### src/hw/bcs_consts.vh
// constants for the battery charge sequencer
`ifndef BCS_CONSTS_VH
`define BCS_CONSTS_VH

// ---------------------------------------------------------------
// sequencer states
// ---------------------------------------------------------------
`define BCS_ST_RESET    3'h0
`define BCS_ST_PREQUAL  3'h1
`define BCS_ST_FAST     3'h2
`define BCS_ST_FULL     3'h3
`define BCS_ST_TOPOFF   3'h4
`define BCS_ST_DONE     3'h5
`define BCS_ST_PAUSE    3'h6
`define BCS_ST_FAULT    3'h7

// ---------------------------------------------------------------
// charge mode codes
// ---------------------------------------------------------------
`define BCS_MODE_OFF    2'h0
`define BCS_MODE_TENTH  2'h1
`define BCS_MODE_CC     2'h2
`define BCS_MODE_CV     2'h3

// ---------------------------------------------------------------
// timing, times in deciseconds
// ---------------------------------------------------------------
`define BCS_CLK_HZ       48'h0000_05f5_e100
`define BCS_DS_PER_S     48'h0000_0000_000a
`define BCS_PREQ_TIME_DS 48'h0000_0000_1194
`define BCS_FAST_TIME_DS 48'h0000_0000_d2f0
`define BCS_FULL_TIME_DS 48'h0000_0000_d2f0
`define BCS_TOP_TIME_DS  48'h0000_0000_6978

// ---------------------------------------------------------------
// register map and fields
// ---------------------------------------------------------------
`define BCS_REG_CTRL     4'h0
`define BCS_REG_STATUS   4'h4
`define BCS_REG_TIMER_A  4'h8
`define BCS_REG_TIMER_B  4'hc
`define BCS_CTRL_EN_BIT  0
`define BCS_CTRL_RST     1'h1
`define BCS_STAT_ST_LSB  0
`define BCS_STAT_RET_LSB 4
`define BCS_STAT_IN_LSB  8
`define BCS_RESP_OKAY    2'h0
`define BCS_RESP_SLVERR  2'h2

`endif

### src/hw/bcs_charge_sequencer.v
// charging state machine with safety timers and an axi4-lite register slave
`timescale 1ns/1ps

`include "bcs_consts.vh"

// What this block does
// - shutdown release or power-up: reset state, timers zero, no current, indicators high
// - input-to-battery headroom below dropout returns sequencer to reset from any state except fault
// - battery overvoltage returns sequencer to reset from any state except fault
// - reset goes to prequalification once power, reference and bias are good
// - reset goes straight to fault when power is good and battery is too hot
// - prequalification: tenth current, timer a, constant-current indicator low
// - prequalification to fast charge when above undervoltage and temperature good
// - prequalification timeout before undervoltage cleared leads to fault
// - prequalification with bad temperature suspends charging and freezes timer
// - fast charge: constant current, timer b, constant-current indicator low
// - fast charge to full charge when regulation voltage reached in time
// - fast charge timeout before regulation voltage leads to fault
// - full charge: constant voltage, timer a, constant-voltage indicator low
// - full charge to top-off on low current or timer expiry
// - top-off: constant voltage, indicators high, timer a, then done
// - done: no current, indicators high, back to reset below recharge
// - fast, full or top-off with bad temperature pauses and freezes timers
// - pause: no current, indicators keep previous levels
// - fault: no current, fault indicator low, others high
// - fault is left only through power cycle, shutdown or clearing the software enable
// - shutdown stops charging, high-side switch off, indicators high impedance
// - paused timer resumes from its held value
module bcs_charge_sequencer #(
    parameter [47:0] PREQ_CYCLES = (`BCS_PREQ_TIME_DS * `BCS_CLK_HZ) / `BCS_DS_PER_S,
    parameter [47:0] FAST_CYCLES = (`BCS_FAST_TIME_DS * `BCS_CLK_HZ) / `BCS_DS_PER_S,
    parameter [47:0] FULL_CYCLES = (`BCS_FULL_TIME_DS * `BCS_CLK_HZ) / `BCS_DS_PER_S,
    parameter [47:0] TOP_CYCLES  = (`BCS_TOP_TIME_DS * `BCS_CLK_HZ) / `BCS_DS_PER_S
) (
    // clock, reset, enable
    input  wire        aclk,
    input  wire        aresetn,
    input  wire        ce,
    // axi4-lite write
    input  wire [3:0]  awaddr,
    input  wire        awvalid,
    output reg         awready,
    input  wire [31:0] wdata,
    input  wire [3:0]  wstrb,
    input  wire        wvalid,
    output reg         wready,
    output reg  [1:0]  bresp,
    output reg         bvalid,
    input  wire        bready,
    // axi4-lite read
    input  wire [3:0]  araddr,
    input  wire        arvalid,
    output reg         arready,
    output reg  [31:0] rdata,
    output reg  [1:0]  rresp,
    output reg         rvalid,
    input  wire        rready,
    // sense comparators and pins
    input  wire        shutdown_n,
    input  wire        power_good,
    input  wire        supply_dropout,
    input  wire        battery_overvoltage,
    input  wire        battery_above_undervoltage,
    input  wire        battery_at_regulation,
    input  wire        battery_below_recharge,
    input  wire        temperature_ok,
    input  wire        temperature_hot,
    input  wire        inductor_current_low,
    // charge control
    output reg  [1:0]  charge_mode,
    output reg         high_side_enable,
    // open-drain indicators
    input  wire        constant_current_indicator_n_i,
    output reg         constant_current_indicator_n_o,
    output reg         constant_current_indicator_n_oe,
    input  wire        constant_voltage_indicator_n_i,
    output reg         constant_voltage_indicator_n_o,
    output reg         constant_voltage_indicator_n_oe,
    input  wire        fault_indicator_n_i,
    output reg         fault_indicator_n_o,
    output reg         fault_indicator_n_oe
);

    // ---------------------------------------------------------------
    // input synchronisers
    // ---------------------------------------------------------------
    reg  [12:0] sync1_r;
    reg  [12:0] sync2_r;
    wire [12:0] pins_raw;

    assign pins_raw = {fault_indicator_n_i, constant_voltage_indicator_n_i,
                       constant_current_indicator_n_i, inductor_current_low,
                       temperature_hot, temperature_ok, battery_below_recharge,
                       battery_at_regulation, battery_above_undervoltage,
                       battery_overvoltage, supply_dropout, power_good, shutdown_n};

    wire s_shutdown_n_n   = sync2_r[0];
    wire s_pwr      = sync2_r[1];
    wire s_drop     = sync2_r[2];
    wire s_ovp      = sync2_r[3];
    wire s_above_uv = sync2_r[4];
    wire s_at_reg   = sync2_r[5];
    wire s_recharge = sync2_r[6];
    wire s_temp_ok  = sync2_r[7];
    wire s_hot      = sync2_r[8];
    wire s_i_low    = sync2_r[9];

    // ---------------------------------------------------------------
    // state
    // ---------------------------------------------------------------
    reg  [2:0]  state_r;
    reg  [2:0]  state_nxt;
    reg  [2:0]  ret_r;
    reg  [2:0]  ret_nxt;
    reg  [47:0] timer_a_r;
    reg  [47:0] timer_b_r;
    reg         enable_r;
    wire        halt;
    wire        a_done;
    wire        b_done;
    wire        changed;
    reg  [47:0] a_limit;

    // software enable acts like the shutdown pin so a fault can be cleared remotely
    assign halt = !s_shutdown_n_n || !enable_r;

    always @*
    begin
        case (state_r)
            `BCS_ST_PREQUAL: a_limit = PREQ_CYCLES;
            `BCS_ST_FULL:    a_limit = FULL_CYCLES;
            default:         a_limit = TOP_CYCLES;
        endcase
    end

    assign a_done = timer_a_r >= a_limit;
    assign b_done = timer_b_r >= FAST_CYCLES;

    always @*
    begin
        state_nxt = state_r;
        ret_nxt   = ret_r;
        case (state_r)
            `BCS_ST_RESET:
            begin
                if (s_pwr && s_hot)
                    state_nxt = `BCS_ST_FAULT;
                else if (s_pwr)
                    state_nxt = `BCS_ST_PREQUAL;
            end
            `BCS_ST_PREQUAL:
            begin
                if (!s_temp_ok)
                begin
                    state_nxt = `BCS_ST_PAUSE;
                    ret_nxt   = state_r;
                end
                else if (s_above_uv)
                    state_nxt = `BCS_ST_FAST;
                else if (a_done)
                    state_nxt = `BCS_ST_FAULT;
            end
            `BCS_ST_FAST, `BCS_ST_FULL, `BCS_ST_TOPOFF:
            begin
                if (!s_temp_ok)
                begin
                    state_nxt = `BCS_ST_PAUSE;
                    ret_nxt   = state_r;
                end
                else if (state_r == `BCS_ST_FAST && s_at_reg)
                    state_nxt = `BCS_ST_FULL;
                else if (state_r == `BCS_ST_FAST && b_done)
                    state_nxt = `BCS_ST_FAULT;
                else if (state_r == `BCS_ST_FULL && (s_i_low || a_done))
                    state_nxt = `BCS_ST_TOPOFF;
                else if (state_r == `BCS_ST_TOPOFF && a_done)
                    state_nxt = `BCS_ST_DONE;
            end
            `BCS_ST_DONE:
            begin
                if (s_recharge)
                    state_nxt = `BCS_ST_RESET;
            end
            `BCS_ST_PAUSE:
            begin
                if (s_temp_ok)
                    state_nxt = ret_r;
            end
            `BCS_ST_FAULT:
            begin
                state_nxt = `BCS_ST_FAULT;
            end
            default:
                state_nxt = `BCS_ST_RESET;
        endcase
        if (state_r != `BCS_ST_FAULT && (s_drop || s_ovp))
            state_nxt = `BCS_ST_RESET;
        if (halt)
            state_nxt = `BCS_ST_RESET;
    end

    // entering a new phase restarts its timer; pause edges do not
    assign changed = (state_nxt != state_r) && (state_nxt != `BCS_ST_PAUSE)
                     && (state_r != `BCS_ST_PAUSE);

    // ---------------------------------------------------------------
    // sequencer and timer registers
    // ---------------------------------------------------------------
    always @(posedge aclk)
    begin
        if (!aresetn)
        begin
            sync1_r   <= 13'h0000;
            sync2_r   <= 13'h0000;
            state_r   <= `BCS_ST_RESET;
            ret_r     <= `BCS_ST_RESET;
            timer_a_r <= 48'h0;
            timer_b_r <= 48'h0;
        end
        else if (ce)
        begin
            sync1_r <= pins_raw;
            sync2_r <= sync1_r;
            state_r <= state_nxt;
            ret_r   <= ret_nxt;
            if (state_nxt == `BCS_ST_RESET || changed)
            begin
                timer_a_r <= 48'h0;
                timer_b_r <= 48'h0;
            end
            else if (state_r == `BCS_ST_FAST)
                timer_b_r <= timer_b_r + 48'h1;
            else if (state_r == `BCS_ST_PREQUAL || state_r == `BCS_ST_FULL ||
                     state_r == `BCS_ST_TOPOFF)
                timer_a_r <= timer_a_r + 48'h1;
        end
    end

    // ---------------------------------------------------------------
    // outputs, registered from the next state
    // ---------------------------------------------------------------
    always @(posedge aclk)
    begin
        if (!aresetn)
        begin
            charge_mode                     <= `BCS_MODE_OFF;
            high_side_enable                <= 1'b0;
            constant_current_indicator_n_o  <= 1'b0;
            constant_voltage_indicator_n_o  <= 1'b0;
            fault_indicator_n_o             <= 1'b0;
            constant_current_indicator_n_oe <= 1'b0;
            constant_voltage_indicator_n_oe <= 1'b0;
            fault_indicator_n_oe            <= 1'b0;
        end
        else if (ce)
        begin
            case (state_nxt)
                `BCS_ST_PREQUAL: charge_mode <= `BCS_MODE_TENTH;
                `BCS_ST_FAST:    charge_mode <= `BCS_MODE_CC;
                `BCS_ST_FULL,
                `BCS_ST_TOPOFF:  charge_mode <= `BCS_MODE_CV;
                default:         charge_mode <= `BCS_MODE_OFF;
            endcase
            high_side_enable <= !halt && (state_nxt == `BCS_ST_PREQUAL ||
                                state_nxt == `BCS_ST_FAST || state_nxt == `BCS_ST_FULL ||
                                state_nxt == `BCS_ST_TOPOFF);
            if (halt)
            begin
                constant_current_indicator_n_oe <= 1'b0;
                constant_voltage_indicator_n_oe <= 1'b0;
                fault_indicator_n_oe            <= 1'b0;
            end
            else if (state_nxt != `BCS_ST_PAUSE)
            begin
                constant_current_indicator_n_oe <= state_nxt == `BCS_ST_PREQUAL ||
                                                   state_nxt == `BCS_ST_FAST;
                constant_voltage_indicator_n_oe <= state_nxt == `BCS_ST_FULL;
                fault_indicator_n_oe            <= state_nxt == `BCS_ST_FAULT;
            end
        end
    end

    // ---------------------------------------------------------------
    // axi4-lite slave
    // ---------------------------------------------------------------
    reg        aw_got_r;
    reg        w_got_r;
    reg  [3:0] waddr_r;
    reg [31:0] wdata_r;
    reg  [3:0] wstrb_r;
    reg [31:0] rd_word;
    reg        rd_hit;

    function [31:0] status_word;
        input [2:0]  st;
        input [2:0]  ret;
        input [12:0] pins;
        begin
            status_word = {11'h000, pins, 1'b0, ret, 1'b0, st};
        end
    endfunction

    always @*
    begin
        rd_hit  = 1'b1;
        rd_word = 32'h0000_0000;
        case (araddr)
            `BCS_REG_CTRL:    rd_word[`BCS_CTRL_EN_BIT] = enable_r;
            `BCS_REG_STATUS:  rd_word = status_word(state_r, ret_r, sync2_r);
            `BCS_REG_TIMER_A: rd_word = timer_a_r[31:0];
            `BCS_REG_TIMER_B: rd_word = timer_b_r[31:0];
            default:          rd_hit = 1'b0;
        endcase
    end

    always @(posedge aclk)
    begin
        if (!aresetn)
        begin
            awready  <= 1'b0;
            wready   <= 1'b0;
            bvalid   <= 1'b0;
            bresp    <= `BCS_RESP_OKAY;
            arready  <= 1'b0;
            rvalid   <= 1'b0;
            rresp    <= `BCS_RESP_OKAY;
            rdata    <= 32'h0000_0000;
            aw_got_r <= 1'b0;
            w_got_r  <= 1'b0;
            waddr_r  <= 4'h0;
            wdata_r  <= 32'h0000_0000;
            wstrb_r  <= 4'h0;
            enable_r <= `BCS_CTRL_RST;
        end
        else if (ce)
        begin
            if (awready && awvalid)
            begin
                awready  <= 1'b0;
                aw_got_r <= 1'b1;
                waddr_r  <= awaddr;
            end
            else if (!aw_got_r && awvalid && !awready && !bvalid)
                awready <= 1'b1;
            if (wready && wvalid)
            begin
                wready  <= 1'b0;
                w_got_r <= 1'b1;
                wdata_r <= wdata;
                wstrb_r <= wstrb;
            end
            else if (!w_got_r && wvalid && !wready && !bvalid)
                wready <= 1'b1;
            if (aw_got_r && w_got_r && !bvalid)
            begin
                aw_got_r <= 1'b0;
                w_got_r  <= 1'b0;
                bvalid   <= 1'b1;
                bresp    <= `BCS_RESP_OKAY;
                if (waddr_r == `BCS_REG_CTRL)
                begin
                    if (wstrb_r[0])
                        enable_r <= wdata_r[`BCS_CTRL_EN_BIT];
                end
                else if (waddr_r != `BCS_REG_STATUS && waddr_r != `BCS_REG_TIMER_A &&
                         waddr_r != `BCS_REG_TIMER_B)
                    bresp <= `BCS_RESP_SLVERR;
            end
            else if (bvalid && bready)
                bvalid <= 1'b0;
            if (arready && arvalid)
            begin
                arready <= 1'b0;
                rvalid  <= 1'b1;
                rdata   <= rd_word;
                rresp   <= rd_hit ? `BCS_RESP_OKAY : `BCS_RESP_SLVERR;
            end
            else if (arvalid && !arready && !rvalid)
                arready <= 1'b1;
            if (rvalid && rready)
                rvalid <= 1'b0;
        end
    end

endmodule // bcs_charge_sequencer

### config.mk
export PLATFORM = sky130hd
export DESIGN_NAME = bcs_charge_sequencer
export DESIGN_NICKNAME = d
export VERILOG_FILES = /design/src/hw/bcs_charge_sequencer.v
export VERILOG_INCLUDE_DIRS = /design/src /design/src/hw
export SDC_FILE = /design/constraint.sdc
export NUM_CORES = 1
export LEC_CHECK = 0
export ABC_CLOCK_PERIOD_IN_PS = 6200
export BUFFER_PORTS_ARGS = -buffer_cell sky130_fd_sc_hd__buf_4
export CELL_PAD_IN_SITES_DETAIL_PLACEMENT = 1
export CELL_PAD_IN_SITES_GLOBAL_PLACEMENT = 2
export CORE_AREA = 10 10 177 179
export CTS_BUF_LIST = sky130_fd_sc_hd__clkbuf_16
export CTS_CLUSTER_DIAMETER = 200
export DETAILED_ROUTE_END_ITERATION = 10
export DIE_AREA = 0 0 187 189
export PLACE_DENSITY = 0.9
export REMOVE_ABC_BUFFERS = 1
export SETUP_SLACK_MARGIN = 0.02
export SLEW_MARGIN = 25
export SYNTH_ARGS = -nofsm -noshare
export SYNTH_HDL_FRONTEND = slang
export SYNTH_SLANG_ARGS = --single-unit
### constraint.sdc
create_clock -name aclk -period 6.2 [get_ports aclk]
set_input_delay 0.31 -clock aclk [delete_from_list [all_inputs] [get_ports aclk]]
set_output_delay 0.31 -clock aclk [all_outputs]
set_load 0.005 [all_outputs]
==> results of run 1 <==
[worst min-delay path by stage]
stage / end / slack, ps / depth (start not counted)
global route: sync1_r[5] / 110 / 3
global placement: rdata[18] / 440 / 2
floorplan: enable_r / 370 / 1
detailed placement: rdata[23] / 450 / 2
CTS: waddr_r[0] / 100 / 3
finish: waddr_r[0] / 110 / 3
[logic make-up after synthesis]
kind of cell / count (synthesis)
and+or+nand+nor: 441
AOI/OAI and AO/OA: 277
DFF: 182
buffers and inverters: 107
muxes: 54
xor gates and xnor gates: 49
adders and majority gates: 28
other: 1
[worst reg2reg max path, stage by stage, from the launching register on]
cell and delay, ps:
dfxtp_1 340, nor2b_1 180, buf_4 180, inv_1 60, nor2_1 140, inv_1 170
ha_1 310, or4bb_1 500, nor4_1 380, or4_4 200, a222oi_1 90, buf_4 190
and3_1 170, o31ai_1 220, o211a_1 340, o2111ai_4 440, buf_4 390, a2111oi_2 340
xnor2_1 170, nor2_1 60
[cell type report]
cell class                 count  share of cell area, %
clock inverter                15                   1.98
timing repair buffer          93                   6.47
clock buffer                  17                   3.80
sequential                   182                   32.6
tap                          378                   4.23
multi-input combinational    854                   49.8
inverter                      33                   1.11
[Yosys cell counts, types with 4 or more instances]
cell type,count
dfxtp_1,182
nand2_1,112
nor2_1,85
a21oi_1,75
o21ai_0,66
clkbuf_1,46
nor2b_1,46
nand3_1,45
mux2i_1,39
a22oi_1,34
xnor2_1,34
inv_1,33
o31ai_1,33
or4_1,32
ha_1,28
nand4_1,27
or3_1,24
and3_1,21
a2111oi_2,16
xor2_1,15
mux2_2,14
buf_2,13
nor3_1,13
a211oi_1,12
nor4_1,8
a21o_1,7
a21boi_0,5
buf_1,5
buf_4,5
buf_6,5
and2_1,4
nand2b_1,4
o211a_1,4
[per-stage QoR]
| step | total power, mW | TNS, ps |
|---|---|---|
| after global placement | 1.36 | 0 |
| after detailed placement | 1.36 | 0 |
| after floorplan | 1.29 | -25510 |
| after global routing | 2.61 | 0 |
| after CTS | 2.55 | 0 |
| final | 2.52 | 0 |
[flip-flops by register name, indices dropped and copies added, names as in the netlist, 2 cells and up]
register and cells:
ret_r 3, sync1_r 13, timer_b_r 48, state_r 3, charge_mode 2, waddr_r 4
timer_a_r 48, rdata 32, sync2_r 13
[where the power goes]
group / switching (mW) / internal [mW] / total [mW]
registers: 0.0105 / 1.18 / 1.19
logic: 0.0875 / 0.0521 / 0.140
clock network: 0.616 / 0.576 / 1.19
[layer usage]
metal / share of wire [%] / GRT usage [%] / wire [µm] / up-vias
li1: - / - / - / 4227
met1: 45 / 20.3 / 13500 / 4359
met2: 50 / 28.8 / 14900 / 103
met3: 2.5 / 2.48 / 733 / 32
met4: 1.9 / 5.24 / 578 / 0
met5: 0 / 0 / 0 / -
==> impl_metrics.json, run 1 <==
{
  "worstReg2RegStart": "state_r[0]",
  "crit_slowest_cell": "or4bb_1",
  "insertedDiodeCount": 0,
  "power.density_nw_per_um2": 226,
  "worstReg2RegEnd": "timer_a_r[29]",
  "preCtsSetupSlack_ps": 1290,
  "place_congestion": 0.851,
  "criticalPathCategory": "flop to flop",
  "cts_resized": 0,
  "fill_cells": 3296,
  "h-tree-depth": 4,
  "hp-start": "awaddr[0]",
  "critical_path.max_stage_delay_ps": 500,
  "grt_use_total_pct": 16.5,
  "power.leakage_nw": 3.94,
  "critPathArrivalTime_ps": 5290,
  "numPlacedInstances": 1540,
  "drt-initial-drc-count": 511,
  "die_area_um2": 35300,
  "port_buffers": 75,
  "grt_pass1_vias": 8958,
  "cp.depth": 19,
  "cp_max_fo": 15,
  "relSlewSlack_pct": 32.8,
  "grt_max_degree": 94,
  "numCtsBuffers": 17,
  "multi_input_area_um2": 5570,
  "rsz0062_at_grt": "false",
  "tritoncts": "yes",
  "cp-startpoint": "state_r[0]",
  "synthSimpleGateAreaFrac_pct": 23.7,
  "rows": 61,
  "synth_edf_count": 0,
  "cp.required_ps": 6520,
  "path_cells": "nor2b_1 > buf_4 > inv_1 > nor2_1 > inv_1 > ha_1 > or4bb_1 > nor4_1 > or4_4 > a222oi_1 > buf_4 > and3_1 > o31ai_1 > o211a_1 > o2111ai_4 > buf_4 > a2111oi_2 > xnor2_1 > nor2_1",
  "synth_top_area_share_pct": 37.8,
  "reg2reg_depth": 19,
  "status": "finished clean",
  "peakVddDrop_uv": 186,
  "hold_viol": 0,
  "clk_latency_ps": 450,
  "synth.cell_area_um2": 9640,
  "drive_gt1_share_pct": 14.4,
  "async_flop_share_pct": 0,
  "ys_top_cells_by_area": "dfxtp_1 (38%), nand2_1 (4.4%), mux2i_1 (4.0%)",
  "period_share_pct": 80.2,
  "path_clk_slew_ps": 90,
  "finClkSkew_ps": 14.0,
  "endpoint": "timer_a_r[29]",
  "synth-seq-area-share_pct": 37.8,
  "synth_fa_ha_area_share_pct": 3.63,
  "root_buffer": "clkbuf_16",
  "final_cells": 1572,
  "drt-pass1-iter-count": 5,
  "setup_ws_ps": 1230,
  "finalCriticalPeriod_ps": 4970,
  "viasPerCell": 5.55,
  "syn_area_per_cell_um2": 8.47,
  "yosysWarningCount": 0,
  "die_h_um": 189,
  "synth_cell_types": 64,
  "ys_seq_elements": 182,
  "post_cts.repair.setup_buffers": 0,
  "ant_nets": 0,
  "cts_buffer_depth": 2,
  "overflow": 0,
  "cts.sinks": 182,
  "cts_hold_buf": 0,
  "final_common_cell": "dfxtp_1",
  "drv_slew": 0,
  "antenna_found_initial": 0,
  "synth-compound-area-share_pct": 19.5,
  "synth_flop_cell": "dfxtp_1",
  "critical_path.top_delay_family": "simple AND/OR/NAND/NOR gates",
  "grt_pass1_wl_um": 48500,
  "setup_violations": 0,
  "fmax_mhz": 201,
  "place_area_um2": 10500,
  "core_area_um2": 27600,
  "nets": 1274,
  "synth_top_cell_by_area": "dfxtp_1",
  "wl_per_cell_um": 18.9,
  "regToRegSetupSlack_ps": 1230,
  "num_vias": 8721,
  "synth_top_family_by_area": "simple AND/OR/NAND/NOR gates",
  "start_util_pct": 34.9,
  "die_x_um": 187,
  "drc": 0,
  "cp_common_cell": "buf_4",
  "max_cap_viol_count": 0,
  "final_core_util_pct": 40.5,
  "fin_area_um2": 11200,
  "synth_xor_area_share_pct": 4.45,
  "final-seq-area_um2": 3640,
  "area_growth_pct": 16.0,
  "synth_cells": 1139,
  "tightestPinTransition_ps": 1000,
  "crit_buf_inv": 5,
  "finalWirelength_um": 29700,
  "final_cell_mix": "dfxtp_1 (182), nand2_1 (111), buf_4 (91)",
  "hold_ws_ps": 109,
  "dpl.hpwl_um": 21000,
  "hp-class": "input port to flop",
  "ios": 115,
  "end_kind": "flop",
  "start_kind": "flop",
  "synth.area.mux_share_pct": 5.92
}
Power figures use the tool's default switching activity.
==> inputs of run 2 (changes only) <==
--- a/config.mk
+++ b/config.mk
@@ -6,7 +6,7 @@
 export SDC_FILE = /design/constraint.sdc
 export NUM_CORES = 1
 export LEC_CHECK = 0
-export ABC_CLOCK_PERIOD_IN_PS = 6200
+export ABC_CLOCK_PERIOD_IN_PS = 4800
 export BUFFER_PORTS_ARGS = -buffer_cell sky130_fd_sc_hd__buf_4
 export CELL_PAD_IN_SITES_DETAIL_PLACEMENT = 1
 export CELL_PAD_IN_SITES_GLOBAL_PLACEMENT = 2
==> constraint.sdc (replaced) <==
create_clock -name aclk -period 4.8 [get_ports aclk]
set_input_delay 0.24 -clock aclk [delete_from_list [all_inputs] [get_ports aclk]]
set_output_delay 0.24 -clock aclk [all_outputs]
set_load 0.005 [all_outputs]
==> impl_metrics.json, run 2 (same netlist as run 1, synthesis figures left out) <==
{
  "fin_area_um2": 11200,
  "hp-start": "awaddr[3]",
  "worstReg2RegStart": "state_r[0]",
  "end_kind": "flop",
  "h-tree-depth": 4,
  "power.leakage_nw": 3.97,
  "grt_pass1_vias": 8902,
  "port_buffers": 75,
  "final_cell_mix": "dfxtp_1 (182), nand2_1 (110), buf_4 (95)",
  "cp.required_ps": 5170,
  "hold_end": "waddr_r[3]",
  "die_x_um": 187,
  "die_area_um2": 35300,
  "antenna_found_initial": 0,
  "core_area_um2": 27600,
  "nets": 1280,
  "cts_buffer_depth": 2,
  "reg2reg_depth": 18,
  "insertedDiodeCount": 0,
  "die_h_um": 189,
  "hold_depth": 3,
  "period_share_pct": 92.6,
  "finClkSkew_ps": 17.8,
  "rsz0062_at_grt": "false",
  "final_common_cell": "dfxtp_1",
  "cts_hold_buf": 0,
  "regToRegSetupSlack_ps": 360,
  "grt_max_degree": 72,
  "relSlewSlack_pct": 51.7,
  "drt-initial-drc-count": 516,
  "root_buffer": "clkbuf_16",
  "rows": 61,
  "fill_cells": 3307,
  "finalWirelength_um": 29600,
  "tightestPinTransition_ps": 723,
  "finalCriticalPeriod_ps": 4440,
  "numCtsBuffers": 17,
  "ant_nets": 0,
  "clk_latency_ps": 460,
  "hold_ws_ps": 33.1,
  "max_cap_viol_count": 0,
  "start_util_pct": 34.9,
  "place_congestion": 0.831,
  "hold_viol": 0,
  "grt_pass1_wl_um": 48100,
  "place_area_um2": 10600,
  "drv_slew": 0,
  "setup_violations": 0,
  "grt_use_total_pct": 16.5,
  "reg_top3": "timer_a_r: 48 flops, timer_b_r: 48 flops, rdata: 32 flops",
  "drc": 0,
  "tritoncts": "yes",
  "criticalPathCategory": "flop to flop",
  "final_cells": 1578,
  "drt-pass1-iter-count": 4,
  "start_kind": "flop",
  "cts.sinks": 182,
  "numPlacedInstances": 1545,
  "overflow": 0,
  "fmax_mhz": 225,
  "final-seq-area_um2": 3640,
  "finalSetupTns_ps": 0,
  "dpl.hpwl_um": 21200,
  "worstReg2RegEnd": "timer_b_r[16]",
  "drive_gt1_share_pct": 15.0,
  "num_vias": 8753,
  "final_core_util_pct": 40.7,
  "status": "finished clean",
  "path_clk_slew_ps": 90,
  "multi_input_area_um2": 5590,
  "hp-class": "input port to flop",
  "cp_max_fo": 71,
  "power.density_nw_per_um2": 284,
  "viasPerCell": 5.55,
  "wl_per_cell_um": 18.8,
  "critPathArrivalTime_ps": 4810,
  "peakVddDrop_uv": 258,
  "ios": 115,
  "area_growth_pct": 16.7
}
[run 2: cell types whose count changed in the layout (fill, tap and decap cells not counted), sizes merged]
cell,previous run,this run
buf,93,99
clkinv,3,7
clkinvlp,0,1
inv,45,40
[run 2: final cells by class]
| type | count | share of cell area [%] |
|---|---|---|
| clock buffers | 17 | 3.78 |
| clock inverters | 15 | 1.78 |
| inverters | 33 | 1.10 |
| multi-input cells | 854 | 49.7 |
| flip-flops and latches | 182 | 32.4 |
| well taps | 378 | 4.20 |
| repair buffers | 99 | 7.05 |
[run 2: worst max-delay path: stages (launching register included)]
cell and delay (ps):
dfxtp_1 330, nor2b_1 210, inv_1 80, nor2_1 130, inv_1 180, ha_1 310, or4bb_1 510, nor4_2 300
or4_4 170, a222oi_1 70, buf_4 190, a211o_1 300, o21a_1 180, or3_1 450, o2111ai_4 150, buf_12 220
nand2_2 100, buf_12 240, a21oi_1 190
[run 2: what timing repair did]
item | CTS | global route
resized for setup | 0 | 3
buffers inserted | 0 | 1
endpoints found under the setup margin | 0 | 92
[run 2: how the worst max path moves through the flow]
| stage | from | endpoint | slack, ps | cells past startpoint |
|---|---|---|---|---|
| finish | state_r[0] | timer_b_r[16] | 360 | 18 |
| global route | state_r[0] | timer_b_r[21] | 80 | 18 |
| CTS | state_r[0] | timer_b_r[16] | 180 | 17 |
| detailed placement | state_r[0] | timer_b_r[19] | 240 | 17 |
| global placement | state_r[0] | timer_a_r[26] | 310 | 18 |
| floorplan | state_r[0] | timer_a_r[1] | -1710 | 14 |
[run 2: metal layers]
metal | part of all wire, % | vias to the layer above | global-route usage, %
met5 | 0 | - | 0
met4 | 2.5 | 0 | 6.89
met3 | 3.7 | 45 | 2.88
met2 | 50 | 135 | 28.4
met1 | 44 | 4326 | 19.8
li1 | - | 4247 | -
[run 2: power breakdown]
part           switching, mW  leakage, nW  internal, mW
Clock                  0.755        0.298         0.719
Sequential            0.0133         1.47          1.53
Combinational          0.115         2.20        0.0712
[run 2: metrics by stage]
step / power [mW] / setup WS (ps)
floorplan: 1.66 / -1710
global placement: 1.76 / 309
detailed placement: 1.76 / 244
CTS: 3.23 / 180
global route: 3.32 / 83.3
finish: 3.20 / 357
